[config.mk]
export PLATFORM = sky130hd
export DESIGN_NAME = touch_aperture_fifo_logger
export DESIGN_NICKNAME = d
export VERILOG_FILES = /design/src/hw/touch_aperture_pkg.sv /design/src/hw/aperture_check.sv /design/src/hw/word_skid_buffer.sv /design/src/hw/touch_aperture_fifo_logger.sv
export SDC_FILE = /design/constraint.sdc
export NUM_CORES = 1
export LEC_CHECK = 0
export BUFFER_PORTS_ARGS = -buffer_cell sky130_fd_sc_hd__buf_2
export CAP_MARGIN = 0
export CELL_PAD_IN_SITES_DETAIL_PLACEMENT = 1
export CELL_PAD_IN_SITES_GLOBAL_PLACEMENT = 1
export CORE_ASPECT_RATIO = 1.25
export CORE_MARGIN = 2
export CORE_UTILIZATION = 46
export CTS_CLUSTER_SIZE = 28
export DETAILED_ROUTE_END_ITERATION = 8
export GPL_TIMING_DRIVEN = 1
export PLACE_DENSITY_LB_ADDON = 0.1
export SLEW_MARGIN = 40
export SYNTH_ARGS = -nofsm -noshare
export SYNTH_HDL_FRONTEND = slang
export SYNTH_SLANG_ARGS = --single-unit
[constraint.sdc]
create_clock -name clk_sys -period 4.9 [get_ports clk_sys]
set_input_delay 0.245 -clock clk_sys [delete_from_list [all_inputs] [get_ports clk_sys]]
set_output_delay 0.245 -clock clk_sys [all_outputs]
set_load 0.01 [all_outputs]
[src/hw/touch_aperture_pkg.sv]
// shared constants, tags and carriers of the aperture logger
package touch_aperture_pkg;

   localparam int         POS_W          = 12;
   localparam int         WORD_W         = 16;
   localparam logic [6:0] APR_CFG_ADDR   = 7'h0B;
   localparam logic [7:0] APR_CFG_RESET  = 8'h00;
   // exponent codes above this one disable checking
   localparam logic [3:0] APR_EXP_MAX    = 4'hC;
   localparam int         APR_X_LSB      = 4;
   localparam int         APR_Y_LSB      = 0;
   localparam int         FRAC_LSB       = 0;
   localparam int         FRAC_W         = 4;
   localparam logic [2:0] WORDS_MAX      = 3'h4;

   typedef enum logic [1:0] {
      MEAS_X  = 2'b00,
      MEAS_Y  = 2'b01,
      MEAS_Z1 = 2'b10,
      MEAS_Z2 = 2'b11
   } meas_tag_t;

   typedef enum logic [1:0] {
      EV_INITIAL  = 2'b00,
      EV_MIDPRESS = 2'b01,
      EV_RELEASE  = 2'b10,
      EV_EOF      = 2'b11
   } event_tag_t;

   typedef enum logic [1:0] {
      SCAN_XY     = 2'b00,
      SCAN_XYZ1   = 2'b01,
      SCAN_XYZ1Z2 = 2'b10
   } scan_type_t;

   typedef struct packed {
      scan_type_t         kind;
      logic [POS_W-1:0]   x;
      logic [POS_W-1:0]   y;
      logic [POS_W-1:0]   z1;
      logic [POS_W-1:0]   z2;
      logic               touchAtEnd;
      logic               touchSeen;
      logic               conv8Bit;
      logic               averaging;
   } scan_block_t;

   typedef struct packed {
      logic [POS_W-1:0] pos;
      meas_tag_t        meas;
      event_tag_t       evTag;
   } fifo_word_t;

   localparam fifo_word_t EOF_WORD = '{pos: 12'h000, meas: MEAS_X,
                                       evTag: EV_EOF};

endpackage : touch_aperture_pkg

[src/hw/aperture_check.sv]
// one-axis aperture test: distance from reference against 2^(n-1)
`timescale 1ns/1ps
module aperture_check (
   input  wire logic [3:0]  rangeExponent,
   input  wire logic [11:0] position,
   input  wire logic [11:0] reference,
   output logic             checkEnabled,
   output logic             meetsRange
);
   logic [12:0] range;
   logic [11:0] distance;

   always_comb begin
      // codes 0 and 13..15 switch the axis off
      checkEnabled = (rangeExponent != 4'h0) && // see RULE_03 RULE_05
                     (rangeExponent <= touch_aperture_pkg::APR_EXP_MAX);
      range = checkEnabled ? (13'h0001 << (rangeExponent - 4'h1))
                           : 13'h1FFF; // see RULE_04
      distance = (position >= reference) ? position - reference
                                         : reference - position; // see RULE_02
      meetsRange = checkEnabled && ({1'b0, distance} >= range); // see RULE_12
   end
endmodule : aperture_check

[src/hw/word_skid_buffer.sv]
// two-entry buffer between word emitter and result storage
`timescale 1ns/1ps
module word_skid_buffer (
   input  wire logic                          clk_sys,
   input  wire logic                          reset_n,
   input  wire logic                          inValid,
   input  wire touch_aperture_pkg::fifo_word_t inData,
   output logic                               inReady,
   output logic                               outValid,
   output touch_aperture_pkg::fifo_word_t      outData,
   input  wire logic                          outReady
);
   typedef struct packed {
      touch_aperture_pkg::fifo_word_t head;
      touch_aperture_pkg::fifo_word_t tail;
      logic [1:0]                     count;
   } buf_state_t;

   buf_state_t s_reg;
   buf_state_t s_next;
   logic       pop;
   logic       push;

   always_comb begin
      s_next = s_reg;
      pop    = (s_reg.count != 2'd0) && outReady;
      push   = inValid && (s_reg.count != 2'd2);
      if (pop) begin
         s_next.head = s_reg.tail;
      end
      if (push) begin
         if (s_reg.count == 2'd0 || (s_reg.count == 2'd1 && pop)) begin
            s_next.head = inData;
         end else begin
            s_next.tail = inData;
         end
      end
      s_next.count = s_reg.count + 2'(push) - 2'(pop);
   end

   always_ff @(posedge clk_sys or negedge reset_n) begin
      if (!reset_n) begin
         s_reg <= '0;
      end else begin
         s_reg <= s_next;
      end
   end

   // ready does not look at outReady, so no combinational path through
   assign inReady  = (s_reg.count != 2'd2);
   assign outValid = (s_reg.count != 2'd0);
   assign outData  = s_reg.head;
endmodule : word_skid_buffer

[src/hw/touch_aperture_fifo_logger.sv]
// aperture filter, event tagging and touch interrupt of the result log
`timescale 1ns/1ps

// Overview of operation
// RULE_01: X and Y aperture ranges both come from configuration register 0x0B.
// RULE_02: blanking box: plus/minus range around reference, 12-bit positions.
// RULE_03: all-zero aperture setting disables checking; all results logged.
// RULE_04: exponent n from 1 to 12 gives range of 2^(n-1) LSBs.
// RULE_05: exponents 13, 14 and 15 disable checking like zero.
// RULE_06: word bits 3:2 tag measurement: X 00, Y 01, Z1 10, Z2 11.
// RULE_07: word bits 1:0 tag event: initial, midpress, release, end of file.
// RULE_08: 8-bit results without averaging get zero fraction bits.
// RULE_09: aperture filtering only in autonomous mode, never in direct mode.
// RULE_10: new touch always logs a 00-tagged block and raises the interrupt.
// RULE_11: touch end always logs a 10-tagged block and raises the interrupt.
// RULE_12: midpress logs 01 when X or Y change reaches its range.
// RULE_13: each logged block raises interrupt, held until all data read back; code also clears it on a 0x0B write or a mode change.
// RULE_14: scanning continues after a log; each new result gets tested.
// RULE_15: touch too brief for both entries logs only a release entry.
// RULE_16: every complete touch yields an initial entry and a release entry.
// RULE_17: host treats release positions as invalid and times presses itself.
// RULE_18: host services interrupts fast enough to avoid storage overflow.
// RULE_19: position sits in word bits 15:4, most significant byte first.
// RULE_20: all words of one block share the tag from end-of-block status.
// RULE_21: readback with no unread data returns words tagged 11.
// RULE_22: each logged midpress position becomes the new reference point.
module touch_aperture_fifo_logger (
   input  wire logic                          clk_sys,
   input  wire logic                          reset_n,
   input  wire logic                          autonomousMode,
   input  wire logic                          regWrite,
   input  wire logic [6:0]                    regAddr,
   input  wire logic [7:0]                    regWrData,
   output logic [7:0]                         regRdData,
   input  wire logic                          scanValid,
   input  wire touch_aperture_pkg::scan_block_t scanBlock,
   output logic                               scanReady,
   output logic                               wordValid,
   output touch_aperture_pkg::fifo_word_t      wordData,
   input  wire logic                          wordReady,
   input  wire logic                          logAllRead,
   input  wire touch_aperture_pkg::fifo_word_t logRdData,
   output touch_aperture_pkg::fifo_word_t      readWord,
   output logic                               touch_interrupt_out
);
   typedef enum logic [0:0] {
      ST_IDLE = 1'b0,
      ST_EMIT = 1'b1
   } log_state_t;

   typedef struct packed {
      log_state_t                     state;
      logic [7:0]                     aperture_range_config;
      logic                           touchActive;
      logic [11:0]                    refX;
      logic [11:0]                    refY;
      touch_aperture_pkg::scan_block_t block;
      touch_aperture_pkg::event_tag_t blockTag;
      logic [2:0]                     wordIdx;
      logic                           scanReady;
      logic                           irq;
      logic                           modePrev;
      logic [7:0]                     rdData;
      touch_aperture_pkg::fifo_word_t readWord;
      logic                           bufOutValid;
      touch_aperture_pkg::fifo_word_t bufOutData;
   } logger_state_t;

   logger_state_t                  s_reg;
   logger_state_t                  s_next;
   logic [3:0]                     x_range_exponent;
   logic [3:0]                     y_range_exponent;
   logic                           xEnabled;
   logic                           yEnabled;
   logic                           xMeets;
   logic                           yMeets;
   logic                           bufInValid;
   logic                           bufInReady;
   logic                           bufOutValid;
   logic                           bufOutReady;
   touch_aperture_pkg::fifo_word_t bufInData;
   touch_aperture_pkg::fifo_word_t bufOutData;
   logic [2:0]                     wordsInBlock;
   logic                           lastWord;
   logic                           logIt;
   logic                           irqSet;
   logic                           irqClear;
   logic                           modeChange;
   logic                           cfgWrite;
   touch_aperture_pkg::event_tag_t newTag;

   always_comb begin
      x_range_exponent = s_reg.aperture_range_config[
         touch_aperture_pkg::APR_X_LSB +: 4]; // see RULE_01
      y_range_exponent = s_reg.aperture_range_config[
         touch_aperture_pkg::APR_Y_LSB +: 4]; // see RULE_01
   end

   aperture_check xCheck (
      .rangeExponent (x_range_exponent),
      .position      (scanBlock.x),
      .reference     (s_reg.refX),
      .checkEnabled  (xEnabled),
      .meetsRange    (xMeets)
   );

   aperture_check yCheck (
      .rangeExponent (y_range_exponent),
      .position      (scanBlock.y),
      .reference     (s_reg.refY),
      .checkEnabled  (yEnabled),
      .meetsRange    (yMeets)
   );

   word_skid_buffer wordBuffer (
      .clk_sys  (clk_sys),
      .reset_n  (reset_n),
      .inValid  (bufInValid),
      .inData   (bufInData),
      .inReady  (bufInReady),
      .outValid (bufOutValid),
      .outData  (bufOutData),
      .outReady (bufOutReady)
   );

   // word count of the latched block
   always_comb begin
      case (s_reg.block.kind)
         touch_aperture_pkg::SCAN_XY:     wordsInBlock = 3'h2;
         touch_aperture_pkg::SCAN_XYZ1:   wordsInBlock = 3'h3;
         touch_aperture_pkg::SCAN_XYZ1Z2: wordsInBlock = 3'h4;
         default:                         wordsInBlock = 3'h2;
      endcase
   end

   // word assembly: position high, then measure and event tags
   always_comb begin
      bufInData.evTag = s_reg.blockTag; // see RULE_07 RULE_20
      case (s_reg.wordIdx[1:0])
         2'd0: begin
            bufInData.pos  = s_reg.block.x;
            bufInData.meas = touch_aperture_pkg::MEAS_X; // see RULE_06
         end
         2'd1: begin
            bufInData.pos  = s_reg.block.y;
            bufInData.meas = touch_aperture_pkg::MEAS_Y; // see RULE_06
         end
         2'd2: begin
            bufInData.pos  = s_reg.block.z1;
            bufInData.meas = touch_aperture_pkg::MEAS_Z1; // see RULE_06
         end
         default: begin
            bufInData.pos  = s_reg.block.z2;
            bufInData.meas = touch_aperture_pkg::MEAS_Z2; // see RULE_06
         end
      endcase
      // a 3-word block needs no index skip: its third word is Z1 anyway
      if (s_reg.block.conv8Bit && !s_reg.block.averaging) begin
         bufInData.pos[touch_aperture_pkg::FRAC_LSB +:
                       touch_aperture_pkg::FRAC_W] = 4'h0; // see RULE_08
      end
   end

   // tagging and aperture decision on the incoming block
   always_comb begin
      logIt  = 1'b0;
      newTag = touch_aperture_pkg::EV_MIDPRESS;
      if (scanBlock.touchAtEnd && !s_reg.touchActive) begin
         logIt  = 1'b1;
         newTag = touch_aperture_pkg::EV_INITIAL; // see RULE_10 RULE_16
      end else if (scanBlock.touchAtEnd) begin
         // direct mode or both axes off: nothing is filtered
         if (!autonomousMode || (!xEnabled && !yEnabled)) begin
            logIt = 1'b1; // see RULE_03 RULE_05 RULE_09
         end else begin
            logIt = xMeets || yMeets; // see RULE_12 RULE_14
         end
         newTag = touch_aperture_pkg::EV_MIDPRESS;
      end else if (s_reg.touchActive) begin
         logIt  = 1'b1;
         newTag = touch_aperture_pkg::EV_RELEASE; // see RULE_11 RULE_16
      end else if (scanBlock.touchSeen) begin
         // glitch touch: seen during the scan but gone at its end
         logIt  = 1'b1;
         newTag = touch_aperture_pkg::EV_RELEASE; // see RULE_15
      end
   end

   always_comb begin
      s_next      = s_reg;
      bufInValid  = 1'b0;
      irqSet      = 1'b0;
      lastWord    = (s_reg.wordIdx == wordsInBlock - 3'h1);
      cfgWrite    = regWrite && (regAddr == touch_aperture_pkg::APR_CFG_ADDR);
      modeChange  = (autonomousMode != s_reg.modePrev);
      bufOutReady = !s_reg.bufOutValid || wordReady;

      s_next.modePrev = autonomousMode;
      if (cfgWrite) begin
         s_next.aperture_range_config = regWrData; // see RULE_01
      end
      s_next.rdData = (regAddr == touch_aperture_pkg::APR_CFG_ADDR)
                      ? s_reg.aperture_range_config : 8'h00;

      case (s_reg.state)
         ST_IDLE: begin
            s_next.scanReady = 1'b1;
            if (scanValid && s_reg.scanReady) begin
               s_next.touchActive = scanBlock.touchAtEnd;
               if (logIt) begin
                  s_next.block     = scanBlock;
                  s_next.blockTag  = newTag; // see RULE_20
                  s_next.wordIdx   = 3'h0;
                  s_next.state     = ST_EMIT;
                  s_next.scanReady = 1'b0;
                  if (scanBlock.touchAtEnd) begin
                     s_next.refX = scanBlock.x; // see RULE_22
                     s_next.refY = scanBlock.y; // see RULE_22
                  end
               end
            end
         end
         ST_EMIT: begin
            s_next.scanReady = 1'b0;
            bufInValid = 1'b1;
            if (bufInReady) begin
               s_next.wordIdx = s_reg.wordIdx + 3'h1;
               if (lastWord) begin
                  // interrupt only once the whole block is queued
                  irqSet           = 1'b1; // see RULE_13
                  s_next.state     = ST_IDLE;
                  s_next.scanReady = 1'b1;
               end
            end
         end
         default: begin
            s_next.state     = ST_IDLE;
            s_next.scanReady = 1'b0;
         end
      endcase

      // a mode change restarts touch tracking from scratch
      if (modeChange) begin
         s_next.touchActive = 1'b0;
      end

      // output stage: hold word until storage accepts it
      if (bufOutReady) begin
         s_next.bufOutValid = bufOutValid;
         s_next.bufOutData  = bufOutData;
      end

      irqClear = (logAllRead && s_reg.state == ST_IDLE &&
                  !s_reg.bufOutValid && !bufOutValid) ||
                 cfgWrite || modeChange;
      // a new block in the clearing cycle keeps the interrupt up
      s_next.irq = (s_reg.irq && !irqClear) || irqSet; // see RULE_13

      s_next.readWord = logAllRead ? touch_aperture_pkg::EOF_WORD
                                   : logRdData; // see RULE_21 RULE_19
   end

   always_ff @(posedge clk_sys or negedge reset_n) begin
      if (!reset_n) begin
         s_reg                       <= '0;
         s_reg.state                 <= ST_IDLE;
         s_reg.aperture_range_config <= touch_aperture_pkg::APR_CFG_RESET;
         s_reg.readWord              <= touch_aperture_pkg::EOF_WORD;
      end else begin
         s_reg <= s_next;
      end
   end

   assign regRdData           = s_reg.rdData;
   assign scanReady           = s_reg.scanReady;
   assign wordValid           = s_reg.bufOutValid;
   assign wordData            = s_reg.bufOutData;
   assign readWord            = s_reg.readWord;
   assign touch_interrupt_out = s_reg.irq;
endmodule : touch_aperture_fifo_logger

* Yosys cells after proc, flatten, opt, wreduce, memory -nomap -nowiden *
Index checks and enable logic that the tools add are counted.
W data, S select, Z words.

storage, ports and cells
  bits in registers = 171
  output and inout bits = 43
  input port bits = 92
  word-level logic and storage cells = 147

cells by class
  magnitude comparators = 6
  add/sub/neg operators = 10
  mux-type cells = 38
  eq/ne operators = 13
  shifts and indexed selects = 2
  reduce and logical (&&, ||, !) cells = 42
  bitwise operators = 2

operators with widths
  kind                    count
  $mux W85                1
  $mux W84                1
  $mux W81                1
  $mux W16                4
  $sub A12 B12 Y12        4
  $pmux W14 S3            1
  $mux W32                1
  $ge A12 B13 Y1          2
  $mux W13                2
  $shl A1 B4 Y13 const A  2
  $ge A12 B12 Y1          2
  $mux W12                2
  $mux W24                1
  $logic_and A1 B1 Y1     16
  $mux W1                 14
  $le A4 B4 Y1 const B    2
  $logic_not A1 Y1        8
  $mux W2                 4
  $mux W4                 2
  $mux W8                 1
  $pmux W4 S2             1
  $reduce_bool A4 Y1      2
  $sub A4 B1 Y4 const B   2
  $eq A7 B4 Y1 const B    1
  19 further kinds        36

* Longest topological paths before layout *
Gate-level depths: netlist of run 1.

  depth after elaboration = 13
  mapped depth = 23

* Cells and area by module *
A second synthesis of run 1 with hierarchy kept.

unflattened totals
  cell total of the unflattened synthesis = 941
  area total of the unflattened synthesis = 10,516.3 µm²

by module, submodules not included
  module                      cells an instance  sequential area each (µm²)  area an instance (µm²)  instances
  touch_aperture_fifo_logger  416                3,380.7                     5,774.3                 1
  word_skid_buffer            116                850.8                       1,717.9                 1
  aperture_check (yCheck)     201                0.0                         1,516.5                 1
  aperture_check (xCheck)     208                0.0                         1,507.7                 1

* Least setup slack after synthesis of run 1 *
No wires, ideal clock.

  kind = flip-flop to flip-flop
  start point = register s_reg[115] in the netlist's numbering
  end point = register s_reg[100] in the netlist's numbering
  data arrival time = 4,328 ps
  stages on the path, launching flop included = 22
  path slack = 445 ps
  cell sequence = dfrtp_1 > ha_1 > inv_1 > fa_1 > a211oi_1 > nor2_1 > o22a_1 > o22a_1 > buf_2 > buf_1 > a31oi_1 > xor2_1 > ha_1 > and4_1 > a2111oi_2 > o2111a_1 > o21ai_1 > a21o_1 > o21ai_2 > buf_4 > buf_4 > mux2_1

on the way
  word-level cells in the longest chain between the ends = 9

ends and longest elaborated chain
  item                                      line                               text
  from (decl)                               touch_aperture_fifo_logger.sv:69   logger_state_t s_reg;
  from (signal assigned)                    touch_aperture_fifo_logger.sv:270  s_reg <= s_next;
  $sub A12 B12 Y12 (tied with other cells)  aperture_check.sv:20               : reference - position;
  $mux W12 *                                aperture_check.sv:19               distance = (position >= reference) ? position - reference
  $ge A12 B13 Y1 *                          aperture_check.sv:21               meetsRange = checkEnabled && ({1'b0, distance} >= range);
  $logic_and A1 B1 Y1 *                     aperture_check.sv:21
  $logic_or A1 B1 Y1 *                      touch_aperture_fifo_logger.sv:176  logIt = xMeets || yMeets;
  $mux W1 *                                 touch_aperture_fifo_logger.sv:173  if (!autonomousMode || (!xEnabled && !yEnabled)) begin
  $mux W1 *                                 touch_aperture_fifo_logger.sv:171  end else if (scanBlock.touchAtEnd) begin
  $mux W1 *                                 touch_aperture_fifo_logger.sv:168  if (scanBlock.touchAtEnd && !s_reg.touchActive) begin
  $reduce_and A3 Y1 (no line) *             -

Mark *: on every way between the ends. The rest lies on a longest branch, timed or not.
A chain may end at the register's enable or synchronous reset.

* Final worst setup path of run 1 *
  start point = register s_reg[115] in the netlist's numbering
  end point = register s_reg[61] in the netlist's numbering

The elaborated chain is that of the path after synthesis.

==> results of run 1 <==
worst max-delay path: cells and delay by family (launching register included):
family | cells | cell delay, ns
buf+inv | 3 | 0.52
compound gates | 11 | 2.35
fa+ha+maj | 3 | 0.88
simple gates | 1 | 0.09
mux | 1 | 0.37
flops | 1 | 0.35
what timing repair did:
item,CTS,global route
buffers inserted,0,3
resized for setup,0,7
setup endpoints to repair,0,77
hold buffers,6,0
endpoints found under the hold margin,105,0
worst max path at each step:
stage                                       from                      to  cells past startpoint
final                     s_reg[115]$_DFFE_PN0P_   s_reg[61]$_DFFE_PN0P_                     19
after global routing      s_reg[115]$_DFFE_PN0P_   s_reg[81]$_DFFE_PN0P_                     19
after CTS                 s_reg[115]$_DFFE_PN0P_  s_reg[115]$_DFFE_PN0P_                     21
after detailed placement           scanBlock[40]  s_reg[126]$_DFFE_PN0P_                     21
after global placement             scanBlock[40]  s_reg[126]$_DFFE_PN0P_                     21
after floorplan           s_reg[115]$_DFFE_PN0P_  s_reg[100]$_DFFE_PN0P_                     21
per-layer routing:
layer	track usage [%]	vias to the layer above	routed length [um]
met5	0	-	0
met3	3.913	28	775
li1	-	3633	-
met1	28.65	3653	10940
met4	6.884	0	471
met2	40.33	141	12970
layout make-up:
| type | count | area (um^2) | share of cell area (%) |
|---|---|---|---|
| multi-input combinational | 666 | 5099 | 44.23 |
| inverter | 70 | 262.8 | 2.279 |
| timing repair buffer | 159 | 960.9 | 8.336 |
| clock buffer | 17 | 425.4 | 3.690 |
| clock inverter | 15 | 198.9 | 1.726 |
| tap | 279 | 349.1 | 3.028 |
| sequential | 169 | 4232 | 36.71 |
synth_stat cells (6+ instances only):
| cell | n | area [um^2] |
|---|---|---|
| ha_1 | 78 | 975.9 |
| xor2_1 | 10 | 87.58 |
| nor2b_1 | 38 | 237.7 |
| a21o_1 | 21 | 157.7 |
| mux2i_1 | 31 | 310.3 |
| clkbuf_1 | 39 | 146.4 |
| a21oi_1 | 61 | 305.3 |
| buf_4 | 45 | 337.8 |
| or3_1 | 6 | 37.54 |
| xnor2_1 | 12 | 105.1 |
| a211oi_1 | 23 | 172.7 |
| a222oi_1 | 12 | 120.1 |
| nand3_1 | 7 | 35.03 |
| dfrtp_1 | 167 | 4179 |
| nand2b_1 | 6 | 37.54 |
| o211ai_1 | 7 | 52.55 |
| o21ai_0 | 60 | 300.3 |
| o21a_1 | 10 | 75.07 |
| a31oi_1 | 9 | 56.30 |
| nor3_1 | 17 | 85.08 |
| nor2_1 | 36 | 135.1 |
| mux2_2 | 68 | 765.7 |
| nand2_1 | 71 | 266.5 |
| inv_1 | 70 | 262.8 |
| and2_1 | 10 | 62.56 |
| mux2_1 | 14 | 157.7 |
power by group:
group	internal, W	switching, W	total [W]
logic	0.00167	0.00204	0.00371
registers	0.00196	0.000354	0.00231
clock network	0.000743	0.000670	0.00141
total	0.00438	0.00306	0.00744
cell families after synthesis:
family | Yosys count | synth area share [%]
flip-flops | 169 | 41.93
XOR/XNOR | 22 | 1.909
buffers and inverters | 161 | 7.786
AND/OR/NAND/NOR | 214 | 10.54
AO/OA/AOI/OAI | 235 | 15.15
multiplexers | 113 | 12.22
adder cells (fa/ha/maj) | 82 | 10.46
through the flow:
| stage | power [W] | util, % | TNS, ns |
|---|---|---|---|
| floorplan | 0.005061 | - | 0 |
| global placement | 0.005872 | 49.92 | 0 |
| detailed placement | 0.006006 | 49.94 | 0 |
| CTS | 0.007489 | 53.12 | 0 |
| global route | 0.008113 | 53.50 | -0.09311 |
| finish | 0.007441 | 53.50 | 0 |
==> results.tsv, run 1 <==
stage	metric	value	unit
run_status	outcome	completed	
power_and_ir_drop	leakage power	5.782	nW
worst_setup_path	required time worst endpoint	5.23	ns
power_and_ir_drop	Peak VDD IR	298.0	uV
placed_design	HPWL Detailed	18680	um
layout	share of layout cells above drive strength 1	24.64	%
layout	final cell count without fillers	1375	
worst_setup_path	slowest stage cell on the critical path	fa_1	
cts	clock transition at the registers of the reported paths	0.08	ns
layout	Final nets	1257	
synth	Syn Inst Count	996	
placed_design	PortBufs	134	
run	max-cap violation count	0	
synth	ys flop type	dfrtp_1	
sta	Slew headroom	52.28	%
global_routing	GRT overflow	0	
routing	via count	7455	
cts	TritonCTS Sinks	169	
layout	Diodes inserted	0	
layout	Layout area overhead	14.22	%
global_routing	via count of the first global-routing pass	8055	
worst_setup_path	Worst Path Max Fanout	40	
worst_setup_path	Worst Setup Start Kind	register	
synth	synthesized area per cell	10.13	um^2
die	Die X	136.5	um
global_routing	global-route wire length before repair	41700	um
cts	Clk Latency, worst-skew pair	0.45	ns
placed_design	GP Congestion	0.8440	
cts	Root Buffer	clkbuf_16	
worst_setup_path	CP Capture Type	register	
die	num rows	60	
placed_design	placed cells	1333	
sta	final hold vios	0	
layout	FILL cells	2432	
layout	most common cell after layout, fill and taps aside	dfrtp_1	
synth	Cell Area, Synth	0.01009	mm^2
sta	measured slew at the worst slew-check pin	0.7103	ns
hold_path	Hold Path Depth	2	
worst_setup_path	RR Startpoint	s_reg[115]$_DFFE_PN0P_	
sta	final setup vio count	0	
routing	detailed-route wire length per cell	18.30	um
cts	Num CTS Buffers	17	
synth	warning count from the yosys run	0	
power_and_ir_drop	Power Density	645.5	mW/mm^2
worst_setup_path	CP Cell Sequence	ha_1 -> inv_1 -> fa_1 -> a211oi_1 -> nor2_1 -> o22a_1 -> o22a_1 -> buf_4 -> o2111a_1 -> a2111oi_1 -> a21oi_1 -> ha_1 -> a21oi_1 -> o2111a_1 -> o21ai_1 -> a21o_1 -> o21ai_4 -> buf_12 -> mux2_2	
synth	ys async rst share	100.0	%
sta	min Tclk post-route	4.693	ns
sta	Hold WS	0.01633	ns
sta	Final Max Slew Viols	0	
global_routing	largest net degree at the start of global routing	105	
sta	Clock Skew	0.01260	ns
worst_setup_path	Worst R2R End	s_reg[61]$_DFFE_PN0P_	
routing	post-route ant nets	0	
sta	Final Cycle Share	95.78	%
routing	number of remaining DRC errors	0	
worst_setup_path	crit path kind	register to register	
die	DIE AREA	0.02315	mm^2
hold_path	class of the worst hold path	primary input to register	
worst_setup_path	worst reg-to-reg setup slack	0.21	ns
layout	design area	0.01153	mm^2
synth	Post-synth EDFFs	0	
die	Core Region	0.02155	mm^2
synth	count of different cell masters after synthesis	59	
routing	Pre-Repair DR Iteration Count	5	
cts	worst-case clock buffer depth	2	
hold_path	Worst Hold Launch	logRdData[7]	
cts	H-tree Lvls	4	
worst_setup_path	CP max stage delay	0.42	ns
worst_setup_path	data arrival time of the critical path	5.02	ns
die	die height	169.6	um
sta	final worst setup slack	0.2068	ns
cts	CTS tree	done	
global_routing	GRT Overall Usage	22.96	%
sta	f_max	0.2131	GHz
hold_path	Min-Delay Endpoint	readWord[7]$_DFF_PN0_	
synth	#FFs+latches synth	169	
die	io pins	135	
placed_design	dpl ws	0.09767	ns
placed_design	area post-placement	0.01076	mm^2
sta	unrepaired setup endpoints after global routing	yes	
routing	via/cell ratio	5.422	
routing	Starting DRT DRC Count	225	
synth	sequential share of the synthesized area	41.93	%
die	starting density of the core	46.84	%
worst_setup_path	reg2reg path depth	19	
synth	syn nets	1170	
layout	max reg flops	90	
global_routing	initial antenna violation count	0	
layout	most frequent cells in the layout	dfrtp_1 (167), buf_2 (133), ha_1 (78)	
routing	final WL	25160	um
Power figures use the tool's default switching activity.
==> run 2, diff against run 1 <==
--- a/config.mk
+++ b/config.mk
@@ -15,7 +15,8 @@
 export CTS_CLUSTER_SIZE = 28
 export DETAILED_ROUTE_END_ITERATION = 8
 export GPL_TIMING_DRIVEN = 1
-export PLACE_DENSITY_LB_ADDON = 0.1
+export HOLD_SLACK_MARGIN = 0.02
+export PLACE_DENSITY = 0.86
 export SLEW_MARGIN = 40
 export SYNTH_ARGS = -nofsm -noshare
 export SYNTH_HDL_FRONTEND = slang
==> run 2 against run 1 <==
Net effect:
- core utilization up 0.45 points
- die area unchanged
- sequential power up 3%
- clock skew up 0.0091 ns
- sequential cell count unchanged
- wire length up 18%
- count of clock-buffer cells in the layout unchanged
- critical endpoint is now s_reg[75]$_DFFE_PN0P_
- combinational power up 7.5%
- final area up 0.84%
- sequential share of layout area down 0.30 points
==> results.tsv, run 2 (same netlist as run 1, synthesis figures left out) <==
stage	metric	value	unit	change
sta	unrepaired setup endpoints after global routing	no		
worst_setup_path	required time worst endpoint	5.24	ns	about the same
power_and_ir_drop	leakage power	5.800	nW	+0.31%
routing	number of remaining DRC errors	0		unchanged
layout	Final nets	1260		+0.24%
power_and_ir_drop	Peak VDD IR	297.4	uV	-0.21%
power_and_ir_drop	Int Power	0.004393	W	+0.35%
sta	final worst setup slack	0.2188	ns	+0.01202 ns
hold_path	class of the worst hold path	primary input to register		
global_routing	initial antenna violation count	2		+2
cts	TritonCTS Sinks	169		unchanged
worst_setup_path	data arrival time of the critical path	5.02	ns	about the same
power_and_ir_drop	Power Density	670.7	mW/mm^2	+3.9%
cts	H-tree Lvls	4		unchanged
worst_setup_path	CP max stage delay	0.43	ns	about the same
power_and_ir_drop	register share of total power	30.4	%	-0.7 points
sta	final hold vios	0		unchanged
worst_setup_path	RR Startpoint	s_reg[115]$_DFFE_PN0P_		
run	max-cap violation count	0		unchanged
worst_setup_path	crit path kind	register to register		
sta	Hold WS	0.02040	ns	+0.004064 ns
routing	Pre-Repair DR Iteration Count	7		+2
cts	Root Buffer	clkbuf_16		
routing	Starting DRT DRC Count	394		+75%
worst_setup_path	Worst R2R End	s_reg[75]$_DFFE_PN0P_		
cts	CTS tree	done		
worst_setup_path	delay-heaviest family, CP	compound AO/OA/AOI/OAI gates		
sta	f_max	0.2136	GHz	+0.26%
routing	via count	7996		+7.3%
die	io pins	135		unchanged
global_routing	GRT Overall Usage	26.16	%	+3.2 points
routing	detailed-route wire length per cell	21.61	um	+18%
layout	final cell count without fillers	1379		+0.29%
die	Die X	136.5	um	unchanged
sta	min Tclk post-route	4.681	ns	-0.01202 ns
worst_setup_path	reg2reg path depth	20		+1
routing	post-route ant nets	0		unchanged
layout	share of layout cells above drive strength 1	25.20	%	+0.57 points
die	starting density of the core	46.84	%	unchanged
layout	FILL cells	2394		-1.6%
worst_setup_path	slowest stage cell on the critical path	fa_1		
placed_design	PortBufs	134		unchanged
worst_setup_path	Worst Setup Start Kind	register		
die	Core Region	0.02155	mm^2	unchanged
global_routing	global-route wire length before repair	46830	um	+12%
cts	worst-case clock buffer depth	2		unchanged
routing	via/cell ratio	5.798		+6.9%
die	num rows	60		unchanged
worst_setup_path	Worst Path Max Fanout	20		-50%
power_and_ir_drop	Sw Pwr	0.003404	W	+11%
cts	clock transition at the registers of the reported paths	0.09	ns	about the same
power_and_ir_drop	combinational fraction of design power	51.2	%	+1.3 points
placed_design	HPWL Detailed	19690	um	+5.4%
sta	Slew headroom	53.06	%	+0.78 points
cts	Clk Latency, worst-skew pair	0.46	ns	about the same
sta	Final Max Slew Viols	0		unchanged
worst_setup_path	worst reg-to-reg setup slack	0.22	ns	about the same
hold_path	Hold Path Depth	2		unchanged
hold_path	Worst Hold Launch	scanBlock[1]		
run_status	outcome	completed		
layout	most common cell after layout, fill and taps aside	dfrtp_1		
layout	max reg flops	90		unchanged
hold_path	Min-Delay Endpoint	s_reg[50]$_DFFE_PN0P_		
sta	final setup vio count	0		unchanged
sta	Sum Neg Setup Slack	0	ns	unchanged
die	die height	169.6	um	unchanged
worst_setup_path	worst setup path start	s_reg[115]$_DFFE_PN0P_		
power_and_ir_drop	clock power share	18.4	%	-0.6 points
worst_setup_path	CP Capture Type	register		
sta	measured slew at the worst slew-check pin	0.6976	ns	-0.01269 ns
placed_design	GP Congestion	0.9338		+11%
die	DIE AREA	0.02315	mm^2	unchanged
power_and_ir_drop	Sw Ratio	43.66	%	+2.5 points
layout	most frequent cells in the layout	dfrtp_1 (167), buf_2 (133), ha_1 (78)		
cts	Num CTS Buffers	17		unchanged
sta	Final Cycle Share	95.54	%	-0.25 points
global_routing	GRT overflow	0		unchanged
worst_setup_path	Crit path buffers/inverters	3		unchanged
routing	final WL	29800	um	+18%
global_routing	largest net degree at the start of global routing	69		-34%
global_routing	via count of the first global-routing pass	8702		+8.0%
power_and_ir_drop	Pwr Total	0.007796	W	+4.8%
placed_design	dpl ws	0.02869	ns	-0.06898 ns
sta	Clock Skew	0.02166	ns	+0.009060 ns
worst_setup_path	CP Cell Sequence	ha_1 -> inv_1 -> fa_1 -> a211oi_2 -> nor2_1 -> o22a_1 -> o22a_4 -> nor3_1 -> a31oi_1 -> xor2_1 -> ha_1 -> and4_1 -> a2111oi_2 -> o2111a_1 -> o21ai_1 -> a21o_1 -> o21ai_4 -> buf_12 -> clkbuf_16 -> mux2_2		
layout	Layout area overhead	15.17	%	
placed_design	placed cells	1331		-0.15%
worst_setup_path	most frequent CP cell	ha_1		
-- run 2: cell types whose count changed in the layout (fill, tap and decap cells not counted), sizes merged --
cell	delta
clkinvlp	-1
diode	+1
bufinv	-1
clkinv	+4
buf	-3
inv	-2
dlygate4sd3	+4
clkbuf	+2
-- run 2: metal layers --
layer | GRT usage [%] | vias up | wire (um)
li1 | - | 3643 | -
met1 | 30.86 | 4013 | 12010
met2 | 45.17 | 253 | 15190
met3 | 4.152 | 85 | 1123
met4 | 14.13 | 2 | 1461
met5 | 0 | - | 13
-- run 2: power by group through the flow --
stage,logic [W],clock network (W),registers [W]
after detailed placement,0.00371,0,0.00235
after global placement,0.00349,0,0.00230
after CTS,0.00382,0.00143,0.00234
after floorplan,0.00286,0,0.00220
final,0.00399,0.00144,0.00237
after global routing,0.00442,0.00151,0.00243
-- run 2: final cells by class --
| type | instances | area, um^2 | area share [%] |
|---|---|---|---|
| Tap cell | 279 | 349.1 | 3.003 |
| Clock inverter | 15 | 209.0 | 1.798 |
| Timing Repair Buffer | 162 | 1005 | 8.644 |
| Sequential cell | 169 | 4232 | 36.40 |
| Multi-Input combinational cell | 666 | 5139 | 44.21 |
| Clock buffer | 17 | 425.4 | 3.660 |
| Inverter | 70 | 262.8 | 2.261 |
| Antenna cell | 1 | 2.502 | 0.02153 |
-- run 2: how the worst max path moves through the flow --
stage                     depth (start not counted)  slack (ns)                     end
after floorplan                                  21        0.44  s_reg[100]$_DFFE_PN0P_
after global placement                           21        0.26   s_reg[56]$_DFFE_PN0P_
after detailed placement                         20        0.03   s_reg[56]$_DFFE_PN0P_
after CTS                                        19        0.08  s_reg[117]$_DFFE_PN0P_
after global routing                             20       0.009  s_reg[122]$_DFFE_PN0P_
final                                            20        0.22   s_reg[75]$_DFFE_PN0P_
-- run 2: stage by stage --
| step | util, % | area [um^2] |
|---|---|---|
| detailed placement | 49.85 | 10740 |
| global route | 53.95 | 11620 |
| finish | 53.95 | 11620 |
| global placement | 49.85 | 10740 |
| floorplan | - | 10090 |
| CTS | 53.26 | 11480 |
-- run 2: worst register-to-register path: cells and delay by family, from the launching register on --
family,cells,cell delay (ns)
flip-flops,1,0.37
multiplexers,1,0.36
AO/OA/AOI/OAI,9,1.86
XOR/XNOR,1,0.17
adder cells (fa/ha/maj),3,0.91
buffers and inverters,3,0.43
AND/OR/NAND/NOR,3,0.48
-- run 2: repair_timing --
action / in CTS / in global routing
resized for setup: 0 / 14
buffers inserted: 0 / 3
endpoints found under the hold margin: 75 / 0
hold buffers: 10 / 0
setup endpoints to repair: 0 / 83
